<file path="src/design/dptpm_pkg.sv">
/*
 * Constants, carrier types and helper functions of the dual timer pin mux:
 * register addresses, reset values, pin positions and the state record.
 * Assumes an 8-bit register address on a plain strobe port.
 */
// Operation
// - First port direction bits: 0 makes the pin input, 1 output.
// - Reset clears first port direction and function select; all pins inputs.
// - Reset presets both data latches to ones while pins stay inputs.
// - First port pins 2,5,6,7 drive timers 0-3 when function and direction set.
// - First port pins 0,1,3,4 feed captures and interrupts 5-8 as inputs.
// - First port function bit 0 keeps plain port use; 1 enables alternate.
// - Second port direction bits: 0 makes the pin input, 1 output.
// - Reset clears second port direction and function select; all pins inputs.
// - Second port pins 0-5 drive timers 4-9 when function and direction set.
// - Second port pins 6,7 feed timer ten captures as function inputs.
// - Second port function bit 0 keeps plain port use; 1 enables alternate.
package dptpm_pkg;

    localparam int unsigned PORT_W = 8;
    localparam int unsigned ADDR_W = 8;

    localparam logic [ADDR_W-1:0] ADDR_A_DATA = 8'h43;
    localparam logic [ADDR_W-1:0] ADDR_A_DIR  = 8'h47;
    localparam logic [ADDR_W-1:0] ADDR_A_FUNC = 8'h4b;
    localparam logic [ADDR_W-1:0] ADDR_B_DATA = 8'h50;
    localparam logic [ADDR_W-1:0] ADDR_B_DIR  = 8'h54;
    localparam logic [ADDR_W-1:0] ADDR_B_FUNC = 8'h58;

    localparam logic [PORT_W-1:0] DATA_RST    = 8'hff;
    localparam logic [PORT_W-1:0] DIR_RST     = 8'h00;
    localparam logic [PORT_W-1:0] FUNC_RST    = 8'h00;
    localparam logic [PORT_W-1:0] OE_N_IDLE   = 8'hff;
    localparam logic [PORT_W-1:0] RDATA_IDLE  = 8'h00;

    // Alternate pin sets
    localparam logic [PORT_W-1:0] A_OUT_MASK  = 8'he4;
    localparam logic [PORT_W-1:0] A_IN_MASK   = 8'h1b;
    localparam logic [PORT_W-1:0] B_OUT_MASK  = 8'h3f;
    localparam logic [PORT_W-1:0] B_IN_MASK   = 8'hc0;

    localparam int unsigned PA_T0_POS  = 2;
    localparam int unsigned PA_T1_POS  = 5;
    localparam int unsigned PA_T2_POS  = 6;
    localparam int unsigned PA_T3_POS  = 7;
    localparam int unsigned PA_IN0_POS = 0;
    localparam int unsigned PA_IN1_POS = 1;
    localparam int unsigned PA_IN2_POS = 3;
    localparam int unsigned PA_IN3_POS = 4;
    localparam int unsigned PB_T4_POS  = 0;
    localparam int unsigned PB_TMR_N   = 6;
    localparam int unsigned PB_IN0_POS = 6;
    localparam int unsigned PB_IN1_POS = 7;

    typedef enum logic [2:0] {
        SEL_NONE, SEL_A_DATA, SEL_A_DIR, SEL_A_FUNC,
        SEL_B_DATA, SEL_B_DIR, SEL_B_FUNC
    } dptpm_sel_e;

    typedef struct packed {
        logic [ADDR_W-1:0] addr;
        logic [PORT_W-1:0] wdata;
        logic              wr;
        logic              rd;
    } dptpm_bus_s;

    typedef struct packed {
        logic [PORT_W-1:0] data;
        logic [PORT_W-1:0] dir;
        logic [PORT_W-1:0] func;
    } dptpm_port_s;

    // Timer outputs: first = timers 0..3, second = timers 4..9
    typedef struct packed {
        logic [3:0] first;
        logic [5:0] second;
    } dptpm_tmr_s;

    // first_cap = t0 in0, t0 in1, t1 in0, t1 in1; ext_irq = 5..8
    typedef struct packed {
        logic [3:0] first_cap;
        logic [3:0] ext_irq;
        logic [1:0] second_cap;
    } dptpm_alt_s;

    typedef struct packed {
        dptpm_port_s       port_a;
        dptpm_port_s       port_b;
        logic [PORT_W-1:0] pin_a;
        logic [PORT_W-1:0] oe_n_a;
        logic [PORT_W-1:0] pin_b;
        logic [PORT_W-1:0] oe_n_b;
        logic [PORT_W-1:0] rdata;
        dptpm_alt_s        alt;
    } dptpm_state_s;

    localparam dptpm_state_s STATE_RST = '{
        port_a: '{data: DATA_RST, dir: DIR_RST, func: FUNC_RST},
        port_b: '{data: DATA_RST, dir: DIR_RST, func: FUNC_RST},
        pin_a:  DATA_RST,
        oe_n_a: OE_N_IDLE,
        pin_b:  DATA_RST,
        oe_n_b: OE_N_IDLE,
        rdata:  RDATA_IDLE,
        alt:    '0
    };

    function automatic dptpm_sel_e dptpm_decode(logic [ADDR_W-1:0] a);
        if (a == ADDR_A_DATA) return SEL_A_DATA;
        else if (a == ADDR_A_DIR) return SEL_A_DIR;
        else if (a == ADDR_A_FUNC) return SEL_A_FUNC;
        else if (a == ADDR_B_DATA) return SEL_B_DATA;
        else if (a == ADDR_B_DIR) return SEL_B_DIR;
        else if (a == ADDR_B_FUNC) return SEL_B_FUNC;
        else return SEL_NONE;
    endfunction : dptpm_decode

    // Port view seen by software: pin for inputs, latch for outputs
    function automatic logic [PORT_W-1:0] dptpm_view(dptpm_port_s p,
                                                     logic [PORT_W-1:0] pins);
        return (p.dir & p.data) | (~p.dir & pins);
    endfunction : dptpm_view

endpackage : dptpm_pkg

</file>
<file path="src/design/dptpm_pin_mux.sv">
/*
 * Pin multiplexer of one 8-bit port: next pin level, enable and the
 * alternate input view. Purely combinational; the caller registers it.
 * Assumes pin inputs synchronous to the clock.
 */
`timescale 1ns/1ps
module dptpm_pin_mux
    import dptpm_pkg::*;
#(
    parameter logic [PORT_W-1:0] OUT_MASK = '0,
    parameter logic [PORT_W-1:0] IN_MASK  = '0
) (
    input  wire dptpm_port_s       port_i,
    input  wire logic [PORT_W-1:0] pins_i,
    input  wire logic [PORT_W-1:0] tmr_i,
    output logic      [PORT_W-1:0] pin_o,
    output logic      [PORT_W-1:0] oe_n_o,
    output logic      [PORT_W-1:0] alt_in_o
);

    if ((OUT_MASK & IN_MASK) != '0) begin : g_bad_mask
        $error("Pin cannot be both alternate output and input");
    end

    logic [PORT_W-1:0] alt_drv;

    always_comb begin
        alt_drv  = port_i.func & port_i.dir & OUT_MASK;
        pin_o    = (alt_drv & tmr_i) | (~alt_drv & port_i.data);
        oe_n_o   = ~port_i.dir;
        alt_in_o = port_i.func & ~port_i.dir & IN_MASK & pins_i;
    end

endmodule : dptpm_pin_mux

</file>
<file path="src/design/dptpm_rd_mux.sv">
/*
 * Read data selection for the register port of the pin mux.
 * Assumes the decoded select and both port views are valid this cycle.
 */
`timescale 1ns/1ps
module dptpm_rd_mux
    import dptpm_pkg::*;
(
    input  wire dptpm_sel_e        sel_i,
    input  wire dptpm_port_s       port_a_i,
    input  wire dptpm_port_s       port_b_i,
    input  wire logic [PORT_W-1:0] view_a_i,
    input  wire logic [PORT_W-1:0] view_b_i,
    output logic      [PORT_W-1:0] rdata_o
);

    always_comb begin
        case (sel_i)
            SEL_A_DATA: rdata_o = view_a_i;
            SEL_A_DIR:  rdata_o = port_a_i.dir;
            SEL_A_FUNC: rdata_o = port_a_i.func;
            SEL_B_DATA: rdata_o = view_b_i;
            SEL_B_DIR:  rdata_o = port_b_i.dir;
            SEL_B_FUNC: rdata_o = port_b_i.func;
            default:    rdata_o = RDATA_IDLE;
        endcase
    end

endmodule : dptpm_rd_mux

</file>
<file path="src/design/dptpm_top.sv">
/*
 * Two 8-bit general-purpose ports with timer and interrupt pin functions.
 * Holds the data, direction and function registers, the registered pin
 * drivers and the registered alternate inputs toward timers and the
 * interrupt controller.
 * Assumes synchronous pins, one clock, a master that never waits and
 * an external pad that resolves level from the active-low enables.
 */
// Decided for this implementation: the register offsets and the strobed register port.
`timescale 1ns/1ps
module dptpm_top
    import dptpm_pkg::*;
(
    input  wire logic              clk_i,
    input  wire logic              srst_i,
    input  wire logic              ce_i,
    input  wire dptpm_bus_s        bus_i,
    output logic      [PORT_W-1:0] rdata_o,
    input  wire logic [PORT_W-1:0] pins_a_i,
    output logic      [PORT_W-1:0] pins_a_o,
    output logic      [PORT_W-1:0] pins_a_oe_n_o,
    input  wire logic [PORT_W-1:0] pins_b_i,
    output logic      [PORT_W-1:0] pins_b_o,
    output logic      [PORT_W-1:0] pins_b_oe_n_o,
    input  wire dptpm_tmr_s        tmr_i,
    output dptpm_alt_s             alt_o
);

    localparam int unsigned PB_T9_POS = PB_T4_POS + PB_TMR_N - 1;

    dptpm_state_s      st_q;
    dptpm_state_s      st_d;
    dptpm_sel_e        sel;
    logic [PORT_W-1:0] view_a;
    logic [PORT_W-1:0] view_b;
    logic [PORT_W-1:0] rd_val;
    logic [PORT_W-1:0] tmr_a;
    logic [PORT_W-1:0] tmr_b;
    logic [PORT_W-1:0] pin_a_d;
    logic [PORT_W-1:0] oe_n_a_d;
    logic [PORT_W-1:0] alt_a;
    logic [PORT_W-1:0] pin_b_d;
    logic [PORT_W-1:0] oe_n_b_d;
    logic [PORT_W-1:0] alt_b;

    // Timer outputs spread onto their pin positions
    always_comb begin
        tmr_a = '0;
        tmr_a[PA_T0_POS] = tmr_i.first[0];
        tmr_a[PA_T1_POS] = tmr_i.first[1];
        tmr_a[PA_T2_POS] = tmr_i.first[2];
        tmr_a[PA_T3_POS] = tmr_i.first[3];
        tmr_b = '0;
        for (int i = 0; i < PB_TMR_N; i++) begin
            tmr_b[PB_T4_POS + i] = tmr_i.second[i];
        end
    end

    assign sel    = dptpm_decode(bus_i.addr);
    assign view_a = dptpm_view(st_q.port_a, pins_a_i);
    assign view_b = dptpm_view(st_q.port_b, pins_b_i);

    dptpm_pin_mux #(
        .OUT_MASK (A_OUT_MASK),
        .IN_MASK  (A_IN_MASK)
    ) u_mux_a (
        .port_i   (st_q.port_a),
        .pins_i   (pins_a_i),
        .tmr_i    (tmr_a),
        .pin_o    (pin_a_d),
        .oe_n_o   (oe_n_a_d),
        .alt_in_o (alt_a)
    );

    dptpm_pin_mux #(
        .OUT_MASK (B_OUT_MASK),
        .IN_MASK  (B_IN_MASK)
    ) u_mux_b (
        .port_i   (st_q.port_b),
        .pins_i   (pins_b_i),
        .tmr_i    (tmr_b),
        .pin_o    (pin_b_d),
        .oe_n_o   (oe_n_b_d),
        .alt_in_o (alt_b)
    );

    dptpm_rd_mux u_rd (
        .sel_i    (sel),
        .port_a_i (st_q.port_a),
        .port_b_i (st_q.port_b),
        .view_a_i (view_a),
        .view_b_i (view_b),
        .rdata_o  (rd_val)
    );

    always_comb begin
        st_d = st_q;
        if (ce_i) begin
            if (bus_i.wr) begin
                case (sel)
                    SEL_A_DATA: st_d.port_a.data = bus_i.wdata;
                    SEL_A_DIR:  st_d.port_a.dir  = bus_i.wdata;
                    SEL_A_FUNC: st_d.port_a.func = bus_i.wdata;
                    SEL_B_DATA: st_d.port_b.data = bus_i.wdata;
                    SEL_B_DIR:  st_d.port_b.dir  = bus_i.wdata;
                    SEL_B_FUNC: st_d.port_b.func = bus_i.wdata;
                    default: ;
                endcase
            end
            // Read data only in the cycle after the strobe
            st_d.rdata  = bus_i.rd ? rd_val : RDATA_IDLE;
            st_d.pin_a  = pin_a_d;
            st_d.oe_n_a = oe_n_a_d;
            st_d.pin_b  = pin_b_d;
            st_d.oe_n_b = oe_n_b_d;
            // Same pin feeds capture and interrupt; consumers choose
            st_d.alt.first_cap = {alt_a[PA_IN3_POS], alt_a[PA_IN2_POS],
                                  alt_a[PA_IN1_POS], alt_a[PA_IN0_POS]};
            st_d.alt.ext_irq   = {alt_a[PA_IN3_POS], alt_a[PA_IN2_POS],
                                  alt_a[PA_IN1_POS], alt_a[PA_IN0_POS]};
            st_d.alt.second_cap = {alt_b[PB_IN1_POS], alt_b[PB_IN0_POS]};
        end
        if (srst_i) begin
            st_d = STATE_RST;
        end
    end

    always_ff @(posedge clk_i) begin
        st_q <= st_d;
    end

    assign rdata_o       = st_q.rdata;
    assign pins_a_o      = st_q.pin_a;
    assign pins_a_oe_n_o = st_q.oe_n_a;
    assign pins_b_o      = st_q.pin_b;
    assign pins_b_oe_n_o = st_q.oe_n_b;
    assign alt_o         = st_q.alt;

    // Checks against the registered state

    reset_values_a: assert property (
        @(posedge clk_i)
        srst_i |=> st_q.port_a.dir == DIR_RST && st_q.port_a.func == FUNC_RST
            && st_q.port_b.dir == DIR_RST && st_q.port_b.func == FUNC_RST
            && st_q.port_a.data == DATA_RST && st_q.port_b.data == DATA_RST
            && pins_a_oe_n_o == OE_N_IDLE && pins_b_oe_n_o == OE_N_IDLE)
        else $error("Registers not at reset values after reset");

    a_dir_write_a: assert property (
        @(posedge clk_i) disable iff (srst_i)
        ce_i && bus_i.wr && bus_i.addr == ADDR_A_DIR
            |=> st_q.port_a.dir == $past(bus_i.wdata)
                ##1 (!ce_i || pins_a_oe_n_o == ~$past(bus_i.wdata, 2)))
        else $error("First port direction write not applied to pins");

    b_dir_write_a: assert property (
        @(posedge clk_i) disable iff (srst_i)
        ce_i && bus_i.wr && bus_i.addr == ADDR_B_DIR
            |=> st_q.port_b.dir == $past(bus_i.wdata)
                ##1 (!ce_i || pins_b_oe_n_o == ~$past(bus_i.wdata, 2)))
        else $error("Second port direction write not applied to pins");

    a_timer_out_a: assert property (
        @(posedge clk_i) disable iff (srst_i)
        ce_i && st_q.port_a.func[PA_T0_POS] && st_q.port_a.dir[PA_T0_POS]
            |=> pins_a_o[PA_T0_POS] == $past(tmr_i.first[0])
                && !pins_a_oe_n_o[PA_T0_POS])
        else $error("Timer zero output not on its pin");

    a_timer3_out_a: assert property (
        @(posedge clk_i) disable iff (srst_i)
        ce_i && st_q.port_a.func[PA_T3_POS] && st_q.port_a.dir[PA_T3_POS]
            |=> pins_a_o[PA_T3_POS] == $past(tmr_i.first[3]))
        else $error("Timer three output not on its pin");

    a_capture_in_a: assert property (
        @(posedge clk_i) disable iff (srst_i)
        ce_i && st_q.port_a.func[PA_IN2_POS] && !st_q.port_a.dir[PA_IN2_POS]
            |=> alt_o.first_cap[2] == $past(pins_a_i[PA_IN2_POS])
                && alt_o.ext_irq[2] == $past(pins_a_i[PA_IN2_POS]))
        else $error("Capture or interrupt input not fed from pin");

    a_plain_port_a: assert property (
        @(posedge clk_i) disable iff (srst_i)
        ce_i && !st_q.port_a.func[PA_T1_POS] && st_q.port_a.dir[PA_T1_POS]
            |=> pins_a_o[PA_T1_POS] == $past(st_q.port_a.data[PA_T1_POS])
                && !alt_o.first_cap[0] == !$past(st_q.port_a.func[PA_IN0_POS]
                    && !st_q.port_a.dir[PA_IN0_POS] && pins_a_i[PA_IN0_POS]))
        else $error("Plain first port pin not driven from latch");

    b_timer_out_a: assert property (
        @(posedge clk_i) disable iff (srst_i)
        ce_i && st_q.port_b.func[PB_T9_POS] && st_q.port_b.dir[PB_T9_POS]
            |=> pins_b_o[PB_T9_POS] == $past(tmr_i.second[PB_TMR_N-1]))
        else $error("Timer nine output not on its pin");

    b_capture_in_a: assert property (
        @(posedge clk_i) disable iff (srst_i)
        ce_i |=> alt_o.second_cap[1] == $past(st_q.port_b.func[PB_IN1_POS]
            && !st_q.port_b.dir[PB_IN1_POS] && pins_b_i[PB_IN1_POS]))
        else $error("Timer ten capture input wrong");

    b_plain_port_a: assert property (
        @(posedge clk_i) disable iff (srst_i)
        ce_i && !st_q.port_b.func[PB_T4_POS] && st_q.port_b.dir[PB_T4_POS]
            |=> pins_b_o[PB_T4_POS] == $past(st_q.port_b.data[PB_T4_POS]))
        else $error("Plain second port pin not driven from latch");

    read_view_a: assert property (
        @(posedge clk_i) disable iff (srst_i)
        ce_i && bus_i.rd && bus_i.addr == ADDR_A_DATA
            |=> rdata_o == (($past(st_q.port_a.dir) & $past(st_q.port_a.data))
                | (~$past(st_q.port_a.dir) & $past(pins_a_i))))
        else $error("Data read does not mix pins and latch");

    latch_write_a: assert property (
        @(posedge clk_i) disable iff (srst_i)
        ce_i && bus_i.wr && bus_i.addr == ADDR_B_DATA
            |=> st_q.port_b.data == $past(bus_i.wdata))
        else $error("Data write not stored in latch");

    read_idle_a: assert property (@(posedge clk_i) disable iff (srst_i)
        ce_i && !bus_i.rd |=> rdata_o == RDATA_IDLE)
        else $error("Read data present without a read strobe");

    state_freeze_a: assert property (@(posedge clk_i) disable iff (srst_i)
        !ce_i |=> $stable(st_q))
        else $error("State moved while clock enable low");

endmodule : dptpm_top

</file>
<file path="config.mk">
export PLATFORM = sky130hd
export DESIGN_NAME = dptpm_top
export DESIGN_NICKNAME = d
export VERILOG_FILES = /design/src/design/dptpm_pkg.sv /design/src/design/dptpm_pin_mux.sv /design/src/design/dptpm_rd_mux.sv /design/src/design/dptpm_top.sv
export SDC_FILE = /design/constraint.sdc
export NUM_CORES = 1
export LEC_CHECK = 0
export ABC_AREA = 1
export BUFFER_PORTS_ARGS = -buffer_cell sky130_fd_sc_hd__buf_2
export CAP_MARGIN = 0
export CORE_ASPECT_RATIO = 0.8
export CORE_MARGIN = 5
export CORE_UTILIZATION = 45
export CTS_CLUSTER_SIZE = 25
export DETAILED_ROUTE_END_ITERATION = 10
export PLACE_DENSITY = 0.74
export SLEW_MARGIN = 10
export SYNTH_ARGS = -nofsm -noshare
export SYNTH_HDL_FRONTEND = slang
export SYNTH_SLANG_ARGS = --single-unit
</file>
<file path="constraint.sdc">
create_clock -name clk_i -period 2.35 [get_ports clk_i]
set_clock_uncertainty 0.15 [all_clocks]
set_input_delay 0.1175 -clock clk_i [delete_from_list [all_inputs] [get_ports clk_i]]
set_output_delay 0.1175 -clock clk_i [all_outputs]
set_load 0.02 [all_outputs]
</file>
==> metrics.txt <==
# TYPE chip_impl_metric gauge
chip_impl_metric{name="drc",unit=""} 0
chip_impl_metric{name="worstSkewPairLatency",unit="ns"} 0.35
chip_impl_metric{name="timing.fmax",unit="MHz"} 627
chip_impl_metric{name="drv_slew",unit=""} 0
chip_impl_info{name="synthTopCellsByArea",value="sky130_fd_sc_hd__dfxtp_1 (41%), sky130_fd_sc_hd__a21oi_1 (9.7%), sky130_fd_sc_hd__nand2_1 (9.7%)"} 1
chip_impl_metric{name="cts.repair.resized",unit=""} 0
chip_impl_metric{name="setup.reg_to_reg.worst_slack",unit="ns"} 0.76
chip_impl_metric{name="cp.required",unit="ns"} 2.47
chip_impl_metric{name="dieArea",unit="um^2"} 12300
chip_impl_metric{name="post-dp-hpwl",unit="mm"} 9.39
chip_impl_metric{name="die_span_in_y",unit="um"} 100
chip_impl_metric{name="routed_wire_length_per_instance",unit="um"} 15.4
chip_impl_metric{name="cts_htree_levels",unit=""} 3
chip_impl_info{name="timing.critical_path.to_type",value="flop"} 1
chip_impl_metric{name="timing.final.setup_violations",unit=""} 0
chip_impl_metric{name="grt_overflow_total",unit=""} 0
chip_impl_metric{name="crit_fanout",unit=""} 4
chip_impl_metric{name="syn_avg_cell_area",unit="um^2"} 7.40
chip_impl_metric{name="boundary_pin_count",unit=""} 97
chip_impl_metric{name="slowest_delay",unit="ns"} 0.44
chip_impl_metric{name="yosysSeqAreaShare",unit="%"} 41.0
chip_impl_info{name="critical_path_class",value="reg2reg"} 1
chip_impl_metric{name="synth-seq-cells",unit=""} 94
chip_impl_metric{name="insertedDiodeCount",unit=""} 0
chip_impl_metric{name="grt_start_max_net_pins",unit=""} 51
chip_impl_info{name="cp-startpoint",value="st_q[82]"} 1
chip_impl_info{name="synth.largest_area_cell",value="sky130_fd_sc_hd__dfxtp_1"} 1
chip_impl_metric{name="routed-via-count",unit=""} 4215
chip_impl_info{name="outcome",value="finished clean"} 1
chip_impl_metric{name="power.share.combinational",unit="%"} 10.1
chip_impl_info{name="cp_slowest_cell",value="sky130_fd_sc_hd__dfxtp_1"} 1
chip_impl_metric{name="coreArea",unit="um^2"} 10100
chip_impl_metric{name="internal_power",unit="mW"} 2.50
chip_impl_metric{name="power.share.clock",unit="%"} 40.8
chip_impl_metric{name="gp_congestion",unit=""} 0.964
chip_impl_info{name="r2r-end",value="rdata_o[0]"} 1
chip_impl_metric{name="timing_worst_slew_pin_value",unit="ns"} 0.546
chip_impl_metric{name="portBuffers",unit=""} 96
chip_impl_info{name="startpoint_type",value="flop"} 1
chip_impl_metric{name="synth_compound_area_share",unit="%"} 21.2
chip_impl_metric{name="grt.total_usage",unit="%"} 21.1
chip_impl_metric{name="nets",unit=""} 725
chip_impl_metric{name="power.share.sequential",unit="%"} 49.1
chip_impl_metric{name="first_global_vias",unit=""} 4129
chip_impl_metric{name="period_minus_slack",unit="ns"} 1.59
chip_impl_metric{name="cellPowerDensity",unit="nW/um^2"} 638
chip_impl_metric{name="ir_worst_vdd",unit="uV"} 385
chip_impl_metric{name="synth_xor_area_share",unit="%"} 0
chip_impl_metric{name="synthAdderAreaFrac",unit="%"} 0
chip_impl_info{name="path_cells",value="inv_1 > o21ai_0 > nand3_1 > nand2_1 > inv_1 > nand2_1 > nand2_1 > a21oi_1"} 1
chip_impl_metric{name="netlist-cell-type-count",unit=""} 28
chip_impl_metric{name="post_synth_and_or_nand_nor_area_fraction",unit="%"} 20.7
chip_impl_info{name="worstReg2RegStart",value="st_q[82]"} 1
chip_impl_metric{name="max_cap_viol_count",unit=""} 0
chip_impl_info{name="cp_common_cell",value="sky130_fd_sc_hd__nand2_1"} 1
chip_impl_metric{name="ys_warn_count",unit=""} 0
chip_impl_metric{name="worstSetupPathDepth",unit=""} 8
chip_impl_info{name="worst_path_dominant_cell_family",value="flip-flops"} 1
chip_impl_metric{name="syn2layout_area_growth",unit="%"} 14.3
chip_impl_metric{name="cts-buffers-inserted",unit=""} 9
chip_impl_metric{name="initial_utilization",unit="%"} 45.4
chip_impl_metric{name="global_route_wire_length_before_repair",unit="mm"} 20.4
chip_impl_metric{name="postSynthNetCount",unit=""} 667
chip_impl_info{name="worstHoldStart",value="bus_i[0]"} 1
chip_impl_metric{name="hold_fix_buffer_count_after_cts",unit=""} 24
chip_impl_metric{name="synthesis.instances",unit=""} 620
chip_impl_info{name="clk_root_buffer_cell",value="sky130_fd_sc_hd__clkbuf_16"} 1
chip_impl_metric{name="synth.area.mux_share",unit="%"} 0
chip_impl_metric{name="post-place-cells",unit=""} 783
chip_impl_metric{name="tns",unit="ns"} 0
chip_impl_metric{name="firstDrtPassIters",unit=""} 5
chip_impl_metric{name="clock_path_buffers",unit=""} 2
chip_impl_metric{name="fillCellCount",unit=""} 1021
chip_impl_metric{name="rr_worst_depth",unit=""} 8
chip_impl_metric{name="ant_nets",unit=""} 0
chip_impl_metric{name="switching_power_total",unit="uW"} 841
chip_impl_metric{name="drive_above_1_share",unit="%"} 20.2
chip_impl_info{name="grt_setup_unrepaired",value="false"} 1
chip_impl_metric{name="worstPathArrival",unit="ns"} 1.72
chip_impl_metric{name="vias_per_cell",unit=""} 5.12
chip_impl_metric{name="clkTransAtPathRegs",unit="ns"} 0.07
chip_impl_metric{name="placementRows",unit=""} 33
chip_impl_metric{name="numClockSinks",unit=""} 94
chip_impl_metric{name="hold_viol_final",unit=""} 0
chip_impl_metric{name="mappedNetlistArea",unit="um^2"} 4590
chip_impl_metric{name="power_switching_share",unit="%"} 25.2
chip_impl_metric{name="grt_antenna_before_repair",unit=""} 0
chip_impl_metric{name="finish.cell_count_without_fillers",unit=""} 823
chip_impl_metric{name="cts_setup_buffers",unit=""} 0
chip_impl_info{name="crit_path_end",value="rdata_o[0]"} 1
chip_impl_metric{name="initialDrtViolationCount",unit=""} 261
chip_impl_metric{name="timing.critical_path.buf_inv",unit=""} 2
chip_impl_metric{name="min_hold_slack",unit="ns"} 0.0702
chip_impl_metric{name="timing.slew.headroom",unit="%"} 63.6
chip_impl_metric{name="dieWidth",unit="um"} 123
chip_impl_metric{name="post-route-period-util",unit="%"} 67.8
chip_impl_info{name="cts_tree",value="built"} 1
chip_impl_metric{name="static_leakage",unit="nW"} 2.35
chip_impl_metric{name="routed_wl",unit="mm"} 12.6
chip_impl_metric{name="synth.top_cell.area_share",unit="%"} 41.0
chip_impl_info{name="min-delay-path-class",value="in2reg"} 1
chip_impl_info{name="synth_top_family_by_area",value="compound AO/OA/AOI/OAI gates"} 1
power groups by stage:
stage | logic [mW] | registers (mW) | clock network [mW]
finish | 0.337 | 1.64 | 1.36
global placement | 0.303 | 1.68 | 0
global route | 0.372 | 1.65 | 1.46
detailed placement | 0.308 | 1.68 | 0
CTS | 0.339 | 1.64 | 1.38
floorplan | 0.237 | 1.68 | 0
through the flow:
step	area, um^2	setup slack, ns	util, %	power [mW]
6_report	5240	0.756	51.8	3.34
5_1_grt	5240	0.618	51.8	3.48
4_1_cts	5240	0.763	51.8	3.36
3_5_place_dp	4730	0.666	46.7	1.99
3_3_place_gp	4730	0.731	46.7	1.98
2_1_floorplan	4590	1.10	-	1.91
worst reg2reg max path, cell delays in order (launching register included):
cell	delay [ns]
sky130_fd_sc_hd__dfxtp_1	0.44
sky130_fd_sc_hd__inv_1	0.12
sky130_fd_sc_hd__o21ai_0	0.30
sky130_fd_sc_hd__nand3_1	0.14
sky130_fd_sc_hd__nand2_1	0.09
sky130_fd_sc_hd__inv_1	0.04
sky130_fd_sc_hd__nand2_1	0.07
sky130_fd_sc_hd__nand2_1	0.05
sky130_fd_sc_hd__a21oi_1	0.12
routing by layer:
metal | vias up | GRT usage [%] | share of wire [%]
met5 | - | 0 | 0
met4 | 0 | 4.30 | 1.2
met3 | 12 | 5.63 | 7.8
met2 | 153 | 33.0 | 44
met1 | 1912 | 29.5 | 47
li1 | 2138 | - | -
logic make-up (layout without fill, tap and decap cells):
family / after synthesis / in the layout
compound gates: 187 / 187
simple gates: 203 / 203
flops: 94 / 94
buf+inv: 136 / 199
state kept, by name (all words and copies together) (netlist names):
signal and cells:
rdata_o 8, pins_a_o 8, pins_b_oe_n_o 8, alt_o 6
pins_a_oe_n_o 8, pins_b_o 8, st_q 48
layout by cell type, fill, tap and decap left out, drive strengths merged:
master | netlist | final
nand2 | 125 | 125
buf | 64 | 103
dfxtp | 94 | 94
a21oi | 90 | 90
o21ai | 83 | 83
inv | 53 | 53
nand3 | 52 | 52
dlygate4sd3 | 0 | 24
nor2 | 16 | 16
o211ai | 14 | 14
clkbuf | 15 | 12
nand4 | 8 | 8
clkinv | 3 | 6
and2 | 2 | 2
clkinvlp | 0 | 1
worst min path at each step:
stage                   to  slack [ns]  cells after the start
2_1_floorplan     st_q[91]        0.09                      2
3_3_place_gp   pins_a_o[7]        0.19                      3
3_5_place_dp   pins_a_o[6]        0.20                      3
4_1_cts         rdata_o[0]        0.07                      5
5_1_grt         rdata_o[2]         0.1                      5
6_report        rdata_o[0]        0.07                      5
synth_stat cells (all sizes together):
| master | number |
|---|---|
| nand4 | 8 |
| dlygate4sd1 | 1 |
| clkinv | 3 |
| nand2 | 125 |
| nand3 | 52 |
| and2 | 2 |
| a21oi | 90 |
| buf | 64 |
| clkbuf | 15 |
| dfxtp | 94 |
| inv | 53 |
| o211ai | 14 |
| nor2 | 16 |
| o21ai | 83 |
layout make-up:
cell class	count	area (um^2)	share of cell area (%)
timing repair buffer	127	773	14.7
clock buffer	12	246	4.70
sequential	94	1880	35.9
multi-input combinational	390	1930	36.7
tap	140	175	3.34
inverter	56	211	4.03
clock inverter	4	30.0	0.573
Note: power is estimated with default switching activity, not from simulation.
